**src/hw/vic_pkg.sv**
```systemverilog
package vic_pkg;
  localparam int unsigned NUM_SRC        = 23;
  localparam int unsigned ID_W           = 5;
  localparam logic [7:0]  GLOBAL_EN_BIT  = 8'h07;
  localparam int unsigned FIRST_VEC      = 3;
  localparam int unsigned VEC_STEP       = 8;
  localparam logic [15:0] RESET_VEC      = 16'h0000;
  localparam logic [22:0] HW_CLEAR_MASK  = 23'h01000F;
  localparam logic [31:0] APB_IRQ_ENA    = 32'h0000_0000;
  localparam logic [31:0] APB_IRQ_PRIO   = 32'h0000_0004;
  localparam logic [31:0] APB_PEND       = 32'h0000_0008;
  localparam logic [31:0] APB_STATUS     = 32'h0000_000C;
  localparam logic [31:0] APB_SUM_STAT   = 32'h0000_0010;
  localparam logic [31:0] APB_SUM_CLR    = 32'h0000_0014;
  localparam logic [31:0] APB_SUM_EN     = 32'h0000_0018;
  localparam logic [22:0] PRIO_RESET     = 23'h000000;
  localparam logic [23:0] ENA_RESET      = 24'h000000;
  localparam int unsigned CALL_CYCLES    = 4;
  localparam int unsigned DETECT_CYCLES  = 1;
  localparam logic [1:0]  EV_TAKEN       = 2'h0;
  localparam logic [1:0]  EV_RETURN      = 2'h1;

  typedef struct packed {
    logic        valid;
    logic        high;
    logic [4:0]  id;
    logic [15:0] vector;
  } vic_req_t;

  typedef struct packed {
    logic ack;
    logic ret;
    logic instr_done;
  } vic_core_t;

  typedef enum logic [1:0] {
    VIC_IDLE  = 2'b00,
    VIC_LOW   = 2'b01,
    VIC_HIGH  = 2'b10,
    VIC_NEST  = 2'b11
  } vic_lvl_t;
endpackage

```
**src/hw/vic_ctrl.sv**
```systemverilog
// The implementer's own choices: the register offsets and the APB register port.
`timescale 1ns/1ps
// Behaviour
// - Twenty-three sources, each low or high priority
// - Flag sets regardless of any enable
// - Request after instruction ends, call fixed vector
// - Global enable gates every source enable
// - Disabled pending flag raises no request
// - Clear takes effect before following multi-cycle instruction
// - Some flags self-clear when vectored
// - Flag still set after return requests again
// - Software write of one acts as event
// - High preempts low; high never preempted
// - Higher level first, fixed order ties
// - Lower order wins; reset above all
// - Vectors from 0x0003 stepping by eight
// - Sampled each clock; one detect, four call
// - After return, one instruction before call
// - Worst case eighteen cycles via return, divide
// - Equal or lower waits for return plus one
// - Main enable reg at 0xA8, resets zero
module vic_ctrl #(
  parameter int unsigned NSRC = vic_pkg::NUM_SRC
) (
  input  wire logic                 clk,
  input  wire logic                 arst_n,
  input  wire logic [NSRC-1:0]      src_event,
  input  wire logic                 instr_done,
  input  wire logic                 core_ack,
  input  wire logic                 core_interrupt_return,
  input  wire logic                 psel,
  input  wire logic                 penable,
  input  wire logic                 pwrite,
  input  wire logic [31:0]          paddr,
  input  wire logic [31:0]          pwdata,
  output logic [31:0]               prdata,
  output logic                      pready,
  output logic                      pslverr,
  output vic_pkg::vic_req_t         irq_req,
  output logic                      irq
);
  initial
  begin
    if (NSRC != vic_pkg::NUM_SRC)
      $error("source count must match the vector map");
    if (vic_pkg::ID_W < $clog2(NSRC))
      $error("source id field too narrow for the source count");
    if (NSRC > 23)
      $error("enable word holds at most 23 sources below the global bit");
  end

  logic [23:0]         ena_reg;
  logic [NSRC-1:0]     prio_reg;
  logic [NSRC-1:0]     pend_reg;
  vic_pkg::vic_lvl_t   lvl_reg;
  vic_pkg::vic_lvl_t   lvl_next;
  logic                after_ret_reg;
  logic                gate_reg;
  logic [NSRC-1:0]     sum_stat_reg;
  logic [NSRC-1:0]     sum_en_reg;
  logic [NSRC-1:0]     pend_next;
  logic [NSRC-1:0]     active;
  logic [NSRC-1:0]     new_evt;
  logic [NSRC-1:0]     hw_clr;
  logic                wr;
  logic                wr_ena;
  logic                wr_prio;
  logic                wr_pend;
  logic                wr_sclr;
  logic                wr_sen;
  logic                taken;
  logic                glob_en;
  logic                sum_hit;
  logic                setup;
  logic [4:0]          win_id;
  logic                win_hi;
  logic                win_ok;
  logic [31:0]         rd_word;
  logic                rd_err;
  vic_pkg::vic_req_t   req_next;

  assign wr = psel && penable && pwrite;

  function automatic logic reg_hit(input logic [31:0] a, input logic [31:0] off);
    // Whole-word match; byte lanes are not decoded
    reg_hit = (a == off);
  endfunction

  // Write strobes fire in the access phase only
  assign wr_ena  = wr && reg_hit(paddr, vic_pkg::APB_IRQ_ENA);
  assign wr_prio = wr && reg_hit(paddr, vic_pkg::APB_IRQ_PRIO);
  assign wr_pend = wr && reg_hit(paddr, vic_pkg::APB_PEND);
  assign wr_sclr = wr && reg_hit(paddr, vic_pkg::APB_SUM_CLR);
  assign wr_sen  = wr && reg_hit(paddr, vic_pkg::APB_SUM_EN);
  assign taken   = core_ack && irq_req.valid;
  assign glob_en = ena_reg[23];
  // Only flags that were clear count as new summary events
  assign new_evt = src_event & ~pend_reg;
  // Only the served source may self-clear, and only if its kind does
  assign hw_clr  = vic_pkg::HW_CLEAR_MASK & (NSRC'(1) << irq_req.id);

  function automatic logic [15:0] vec_of(input logic [4:0] id);
    vec_of = 16'(vic_pkg::FIRST_VEC + vic_pkg::VEC_STEP * int'(id));
  endfunction

  assign active = pend_reg & ena_reg[NSRC-1:0] & {NSRC{glob_en}};

  always_comb
  begin
    win_id = 5'h00;
    win_hi = 1'b0;
    win_ok = 1'b0;
    for (int i = NSRC - 1; i >= 0; i--)
    begin
      if (active[i] && !prio_reg[i] && !win_hi)
      begin
        win_id = 5'(i);
        win_ok = 1'b1;
      end
    end
    for (int i = NSRC - 1; i >= 0; i--)
    begin
      if (active[i] && prio_reg[i])
      begin
        win_id = 5'(i);
        win_hi = 1'b1;
        win_ok = 1'b1;
      end
    end
  end

  // set on event, set beats clear
  always_comb
  begin
    pend_next = pend_reg;
    if (wr_pend)
      pend_next = pwdata[NSRC-1:0];
    if (taken)
      pend_next = pend_next & ~hw_clr;
    pend_next = pend_next | src_event;
  end

  always_ff @(posedge clk or negedge arst_n)
  begin
    if (!arst_n)
      pend_reg <= '0;
    else
      pend_reg <= pend_next;
  end

  always_ff @(posedge clk or negedge arst_n)
  begin
    if (!arst_n)
      ena_reg <= vic_pkg::ENA_RESET;
    else if (wr_ena)
      ena_reg <= pwdata[23:0];
  end

  always_ff @(posedge clk or negedge arst_n)
  begin
    if (!arst_n)
      prio_reg <= vic_pkg::PRIO_RESET;
    else if (wr_prio)
      prio_reg <= pwdata[NSRC-1:0];
  end

  always_comb
  begin
    lvl_next = lvl_reg;
    if (taken)
    begin
      unique case (lvl_reg)
        vic_pkg::VIC_IDLE: lvl_next = irq_req.high ? vic_pkg::VIC_HIGH : vic_pkg::VIC_LOW;
        vic_pkg::VIC_LOW:  lvl_next = irq_req.high ? vic_pkg::VIC_NEST : vic_pkg::VIC_LOW;
        vic_pkg::VIC_HIGH: lvl_next = vic_pkg::VIC_HIGH;
        vic_pkg::VIC_NEST: lvl_next = vic_pkg::VIC_NEST;
      endcase
    end
    else if (core_interrupt_return)
    begin
      // High returns first, so a nested pair unwinds to low
      unique case (lvl_reg)
        vic_pkg::VIC_IDLE: lvl_next = vic_pkg::VIC_IDLE;
        vic_pkg::VIC_LOW:  lvl_next = vic_pkg::VIC_IDLE;
        vic_pkg::VIC_HIGH: lvl_next = vic_pkg::VIC_IDLE;
        vic_pkg::VIC_NEST: lvl_next = vic_pkg::VIC_LOW;
      endcase
    end
  end

  always_ff @(posedge clk or negedge arst_n)
  begin
    if (!arst_n)
      lvl_reg <= vic_pkg::VIC_IDLE;
    else
      lvl_reg <= lvl_next;
  end

  // waits for return and one more
  always_ff @(posedge clk or negedge arst_n)
  begin
    if (!arst_n)
      after_ret_reg <= 1'b0;
    else if (core_interrupt_return)
      after_ret_reg <= 1'b1;
    else if (instr_done)
      after_ret_reg <= 1'b0;
  end

  // decoded every clock, one detect cycle
  always_ff @(posedge clk or negedge arst_n)
  begin
    if (!arst_n)
      gate_reg <= 1'b0;
    else
      gate_reg <= win_ok && !after_ret_reg && !core_interrupt_return
                  && (lvl_reg == vic_pkg::VIC_IDLE || (win_hi && lvl_reg == vic_pkg::VIC_LOW));
  end

  always_comb
  begin
    req_next = irq_req;
    if (core_ack)
      req_next = '0;
    // A posted request stands unchanged until the core takes it
    else if (!irq_req.valid && instr_done && gate_reg && win_ok)
    begin
      req_next.valid  = 1'b1;
      req_next.high   = win_hi;
      req_next.id     = win_id;
      req_next.vector = vec_of(win_id);
    end
  end

  always_ff @(posedge clk or negedge arst_n)
  begin
    if (!arst_n)
      irq_req <= '0;
    else
      irq_req <= req_next;
  end

  // summary status per source
  // Set wins over the write-one clear
  always_ff @(posedge clk or negedge arst_n)
  begin
    if (!arst_n)
      sum_stat_reg <= '0;
    else if (wr_sclr)
      sum_stat_reg <= (sum_stat_reg & ~pwdata[NSRC-1:0]) | new_evt;
    else
      sum_stat_reg <= sum_stat_reg | new_evt;
  end

  always_ff @(posedge clk or negedge arst_n)
  begin
    if (!arst_n)
      sum_en_reg <= '0;
    else if (wr_sen)
      sum_en_reg <= pwdata[NSRC-1:0];
  end

  assign sum_hit = |(sum_stat_reg & sum_en_reg);

  always_ff @(posedge clk or negedge arst_n)
  begin
    if (!arst_n)
      irq <= 1'b0;
    else
      irq <= sum_hit;
  end

  // Read word decoded in setup, so the access phase needs no wait state
  always_comb
  begin
    rd_word = 32'h0000_0000;
    rd_err  = 1'b0;
    unique case (paddr)
      vic_pkg::APB_IRQ_ENA:  rd_word = {8'h00, ena_reg};
      vic_pkg::APB_IRQ_PRIO: rd_word = {9'h000, prio_reg};
      vic_pkg::APB_PEND:     rd_word = {9'h000, pend_reg};
      vic_pkg::APB_STATUS:   rd_word = {24'h000000, 1'b0, win_ok, win_hi, win_id};
      vic_pkg::APB_SUM_STAT: rd_word = {9'h000, sum_stat_reg};
      vic_pkg::APB_SUM_EN:   rd_word = {9'h000, sum_en_reg};
      vic_pkg::APB_SUM_CLR:  rd_word = 32'h0000_0000;
      default:               rd_err  = 1'b1;
    endcase
  end

  assign setup = psel && !penable;

  // Zero-wait slave: ready in every first access cycle
  always_ff @(posedge clk or negedge arst_n)
  begin
    if (!arst_n)
      pready <= 1'b0;
    else
      pready <= setup;
  end

  // Unmapped offsets answer with an error and read zero
  always_ff @(posedge clk or negedge arst_n)
  begin
    if (!arst_n)
      pslverr <= 1'b0;
    else
      pslverr <= setup && rd_err;
  end

  always_ff @(posedge clk or negedge arst_n)
  begin
    if (!arst_n)
      prdata <= 32'h0000_0000;
    else
      prdata <= setup ? rd_word : 32'h0000_0000;
  end
endmodule

```
**config.mk**
```make
export PLATFORM = sky130hd
export DESIGN_NAME = vic_ctrl
export DESIGN_NICKNAME = d
export VERILOG_FILES = /design/src/hw/vic_pkg.sv /design/src/hw/vic_ctrl.sv
export SDC_FILE = /design/constraint.sdc
export NUM_CORES = 1
export LEC_CHECK = 0
export BUFFER_PORTS_ARGS = -buffer_cell sky130_fd_sc_hd__buf_2
export CELL_PAD_IN_SITES_DETAIL_PLACEMENT = 0
export CELL_PAD_IN_SITES_GLOBAL_PLACEMENT = 1
export CORE_ASPECT_RATIO = 1.2
export CORE_MARGIN = 2
export CORE_UTILIZATION = 39
export DETAILED_ROUTE_END_ITERATION = 10
export PLACE_DENSITY = 0.79
export SYNTH_ARGS = -nofsm -noshare
export SYNTH_HDL_FRONTEND = slang
export SYNTH_SLANG_ARGS = --single-unit
```
**constraint.sdc**
```tcl
create_clock -name clk -period 2.6 [get_ports clk]
set_clock_uncertainty 0.2 [all_clocks]
set_input_delay 0.13 -clock clk [delete_from_list [all_inputs] [get_ports clk]]
set_output_delay 0.13 -clock clk [all_outputs]
set_load 0.02 [all_outputs]
```
## After elaboration in Yosys (flattened, before gate mapping)

Index checks and enable logic that the tools add are counted.
Widths: inputs -> output; s select.

| cells by class | value |
|---|---|
| shifts and indexed selects | 1 |
| bitwise logic cells | 12 |
| muxes and demuxes | 131 |
| reduce and logical (&&, ||, !) cells | 99 |
| equality and inequality tests | 9 |
| add/subtract/negate cells | 1 |

Operators by type and width:

| cell | count |
|---|---|
| $mux 5 | 46 |
| $pmux 24 s6 | 1 |
| $and 23x23->23 | 6 |
| $mux 23 | 5 |
| $eq 32x5->1 const B | 3 |
| $mux 1 | 72 |
| $or 23x23->23 | 3 |
| $eq 32x4->1 const B | 2 |
| $logic_and 1x1->1 | 63 |
| $not 23->23 | 2 |
| $eq 32x3->1 const B | 1 |
| $logic_not 32->1 | 1 |
| $mux 32 | 1 |
| $logic_not 1->1 | 27 |
| $not 17->23 | 1 |
| $reduce_or 23->1 | 1 |
| $shl 1x5->17 const A | 1 |
| $add 2x8->9 const A | 1 |
| $mux 2 | 4 |
| $pmux 2 s4 | 1 |
| $reduce_or 7->1 | 1 |
| $reduce_bool 2->1 | 3 |
| $eq 2x2->1 const B | 2 |
| $pmux 2 s2 | 1 |
| 4 further kinds | 4 |

| word-level totals | value |
|---|---|
| logic and storage cells | 269 |
| output and inout bits | 58 |
| register bits | 178 |
| input bits | 95 |

## Logic depth before layout (Yosys ltp)

| logic depth | value |
|---|---|
| word-level depth | 52 |
| depth in mapped cells | 12 |
| gate-level depth less buffers | 7 |

## Least setup slack after synthesis

No wires, ideal clock.

| path | value |
|---|---|
| kind | reg-to-reg |
| from | register ena_reg[23] |
| to | register irq_req[21] in the netlist's numbering |
| required time | 2,301 ps |
| data arrival time | 2,414 ps |
| library setup time | 99 ps |
| clock period less this slack | 2,713 ps |
| setup slack | -113 ps |
| path buffers | 1 |
| cell stages (with the launch flop) | 8 |
| cell sequence | dfrtp_1 buf_6 and4b_4 or4_4 or4b_4 nor4_4 nor3_2 a311oi_1 |

| between the ends | value |
|---|---|
| longest elaborated chain between the ends | 50 |
| elaborated cells between the ends (all ways) | 120 |
| those cells by class | mux: 71; bitwise: 1; reduce/logical: 48 |

Ends and longest elaborated chain:

| what | RTL line | RTL |
|---|---|---|
| from (decl) | vic_ctrl.sv:52 | `logic [23:0] ena_reg;` |
| from (signal assigned) | vic_ctrl.sv:154 | `ena_reg <= vic_pkg::ENA_RESET;` |
| from (signal assigned) | vic_ctrl.sv:156 | `ena_reg <= pwdata[23:0];` |
| $and 23x23->23 (*) | vic_ctrl.sv:106 | `assign active = pend_reg & ena_reg[NSRC-1:0] & {NSRC{glob_en}};` |
| $logic_and 1x1->1 | vic_ctrl.sv:115 | `if (active[i] && !prio_reg[i] && !win_hi)` |
| $mux 1 (23 in a row) | vic_ctrl.sv:115 |  |
| $mux 1 (23 in a row) | vic_ctrl.sv:123 | `if (active[i] && prio_reg[i])` |
| $logic_and 1x1->1 | vic_ctrl.sv:226 | `else if (!irq_req.valid && instr_done && gate_reg && win_ok)` |
| $reduce_bool 2->1 (no line) | -- |  |
| to (signal assigned) | vic_ctrl.sv:240 | `irq_req <= req_next;` |
| to (decl) | vic_ctrl.sv:39 | `output vic_pkg::vic_req_t irq_req,` |

Every way passes the cells marked *; elsewhere a longest branch is shown, timed or not. The select of a mux whose other input is x is not followed.
A chain may end at the register's enable or synchronous reset.

## Worst setup path after layout

Same ends and word-level chain as after synthesis.

==> out/results.tsv <==
stage	metric	value	unit
worst_hold_path	Worst Hold Launch	paddr[10]	
power_and_ir_drop	Comb pwr share	5.5	%
yosys	Yosys cell types	60	
layout	most common cell after layout, fill and taps aside	dfrtp_1	
floorplan	Die Wd	133	um
layout	non-filler cells, final	1333	
power_and_ir_drop	Int Power	0.00400	W
layout	commonest cells after routing, fill and taps aside	153 x dfrtp_1, 126 x buf_2, 108 x nand2_1	
layout	filler instances	1759	
yosys	post-synth top area cell	dfrtp_1	
setup_path	CP Max Fanout	6	
power_and_ir_drop	clock share of power	47.2	%
placed_design	HPWL Detailed	18400	um
clock_tree	CTS Root Buffer Type	clkbuf_16	
detailed_routing	top routing layer used	met4	
floorplan	Starting Density	39.8	%
power_and_ir_drop	Leakage	5.32	nW
placed_design	Port Buf Inserts	127	
global_route	Total GRT Usage	24.7	%
placed_design	Placer Congestion	0.975	
detailed_routing	via count	7397	
clock_tree	CTS Buf Count	17	
floorplan	Rows	56	
global_route	initial antenna violation count	0	
clock_tree	Max clock buf depth	2	
setup_path	RR Startpoint	ena_reg[23]	
global_route	largest net degree at the start of global routing	155	
clock_tree	Clk Latency, worst-skew pair	430	ps
yosys	register area share after synthesis	49.3	%
detailed_routing	final WL	25800	um
layout	n_diodes	0	
power_and_ir_drop	maximum vdd ir drop	0.440	mV
worst_hold_path	Hold Crit Class	input pin to flip-flop	
yosys	synthesized instance count	761	
detailed_routing	TritonRoute pass-1 iters	7	
global_route	global route total overflow	0	
setup_path	Crit Reg-Reg Endpoint	irq_req[21]	
setup_path	CP startpoint kind	flip-flop	
detailed_routing	Iter 0 DRT Violations	736	
detailed_routing	metal3 WL	1420	um
run_status	status	finished with violations	
floorplan	die height	159	um
yosys	top post-synthesis cells by area	dfrtp_1 49%, mux2_1 5.9%, nand2_1 5.3%	
yosys	Syn Std Cell Area	7810	sq um
sta	Tcrit/Tclk final	107	%
detailed_routing	Vias/cell	5.55	
sta	measured slew at the worst slew-check pin	836	ps
yosys	Yosys top cell area share	49.3	%
detailed_routing	met1 wire length	10200	um
setup_path	critical path arrival	2900	ps
clock_tree	CTS tree	done	
yosys	Synth Flop Type	dfrtp_1	
setup_path	Worst EP required	2730	ps
worst_hold_path	Hold Path Stages	6	
sta	final hold viol count	0	
detailed_routing	routed wl met2	13200	um
global_route	global-route wire length before repair	40600	um
yosys	Synth Warn #	0	
yosys	Post-synth ARST share	100	%
floorplan	number of I/O pins	153	
yosys	flops & latches, synth	154	
power_and_ir_drop	sequential cell fraction of total power	47.3	%
sta	fin worst setup slack	-169	ps
placed_design	Post-Place Cells	1206	
setup_path	Worst Reg-to-Reg Cells	8	
power_and_ir_drop	Sw Share	23.2	%
layout	Layout Nets	1154	
sta	Slew headroom	44.2	%
clock_tree	clock sinks	154	
sta	f_max	0.361	GHz
clock_tree	clk slew on worst S/H paths	60	ps
clock_tree	H-Tree Depth	4	
setup_path	critical path type	flip-flop to flip-flop	
layout	Area Overhead vs Synth	40.8	%
yosys	Avg Inst Size Synth	10.3	sq um
sta	Setup Total Neg Slack	-1130	ps
layout	layout cell share with drive strength beyond 1	31.4	%
job	max-cap viol count	0	
detailed_routing	Avg WL per Cell	19.4	um
run_status	failing checks	negative setup slack	
power_and_ir_drop	sw power	0.00121	W
setup_path	flop-to-flop setup slack	-170	ps
yosys	Post-synth EDFFs	0	
detailed_routing	ANT nets after route	0	
floorplan	Core Region	19600	sq um
sta	worst hold margin	93.4	ps
setup_path	Crit. End Element	flip-flop	
sta	Max Slew Vio Count	0	
global_route	vias in the first global route	7369	
floorplan	Total Die Area	21200	sq um
layout	Util after Layout	56.1	%
detailed_routing	drc violations	0	
sta	RSZ-0062 raised after global routing	true	
sta	minimum clock period	2770	ps
sta	# setup viols final	10	
power_and_ir_drop	PwrDens	473	nW/um^2
worst_hold_path	Hold Path End	pslverr	
## critical path: stages (launching register included)
cell	delay, ps
dfrtp_2	460
buf_6	140
and4b_4	210
or4_4	480
or4b_4	510
nor4_4	160
buf_6	160
nor3_4	60
a311oi_1	280
## cell families (layout without fill, tap and decap cells)
logic type,Yosys count,after routing,synth area share [%]
AND/OR/NAND/NOR,281,282,19.7
AO/OA/AOI/OAI,154,154,13.8
flip-flops,154,154,49.3
buffers and inverters,92,386,5.85
multiplexers,79,79,11.3
other,1,17,0.0480
## power groups by stage
stage / Sequential [W] / Clock [W] / Combinational (W)
2_1_floorplan: 0.00249 / 0 / 0.0000874
6_report: 0.00246 / 0.00246 / 0.000285
3_5_place_dp: 0.00250 / 0 / 0.000221
4_1_cts: 0.00246 / 0.00249 / 0.000287
5_1_grt: 0.00246 / 0.00260 / 0.000320
3_3_place_gp: 0.00250 / 0 / 0.000218
## cells in the mapped netlist, drive strengths merged (2+ instances only)
| library cell | n |
|---|---|
| mux2i | 8 |
| o31ai | 2 |
| nor3 | 3 |
| nand4b | 13 |
| o211ai | 2 |
| nand2 | 110 |
| nand3 | 24 |
| a2111oi | 2 |
| a222oi | 25 |
| nor2 | 28 |
| and3 | 7 |
| and4b | 14 |
| mux2 | 71 |
| a221oi | 2 |
| nand4 | 38 |
| o21ba | 2 |
| and2 | 7 |
| or2 | 2 |
| a22o | 2 |
| a21boi | 2 |
| clkbuf | 28 |
| o21ai | 41 |
| a22oi | 29 |
| dfrtp | 154 |
| buf | 35 |
| inv | 28 |
| or4 | 3 |
| a211oi | 2 |
| o2bb2ai | 3 |
| a21oi | 23 |
| or3 | 3 |
| a311oi | 3 |
| and4 | 5 |
| nor4 | 12 |
| nor2b | 6 |
| a31oi | 8 |
## per-stage QoR
step           power [W]  setup WS [ps]  instance area (sq um)
6_report         0.00520           -169                  11000
4_1_cts          0.00524           -237                  10900
3_5_place_dp     0.00272           -231                   9400
5_1_grt          0.00538           -257                  11000
3_3_place_gp     0.00272           -227                   9400
2_1_floorplan    0.00258           12.9                   7910
## area by class of cell
type | instances | area, sq um | area share, %
Multi-Input combinational cell | 532 | 3690 | 33.6
Sequential cell | 154 | 3850 | 35.0
Timing Repair Buffer | 325 | 2440 | 22.2
Tap cell | 261 | 327 | 2.97
Clock inverter | 10 | 119 | 1.08
Inverter | 29 | 110 | 1.00
Clock buffer | 22 | 454 | 4.13
## per-layer routing
metal	track usage, %	up-vias
met2	43.2	295
met3	4.11	66
met5	0	-
met4	11.1	0
li1	-	3406
met1	29.8	3630
## worst max path at each step
| stage | startpoint | slack, ps | cells past startpoint | end |
|---|---|---|---|---|
| global route | ena_reg[23] | -260 | 8 | irq_req[21] |
| detailed placement | ena_reg[23] | -230 | 8 | irq_req[16] |
| finish | ena_reg[23] | -170 | 8 | irq_req[21] |
| floorplan | ena_reg[23] | 10 | 9 | irq_req[21] |
| global placement | ena_reg[23] | -230 | 8 | irq_req[21] |
| CTS | ena_reg[23] | -240 | 9 | irq_req[21] |
## timing repair
item,CTS,global route
hold buffers,80,0
pin swaps,12,21
cloned,2,0
endpoints found under the setup margin,11,38
resized for setup,7,21
buffers inserted,6,8
endpoints found under the hold margin,284,0
No activity file was read; power rests on OpenSTA's default activity.
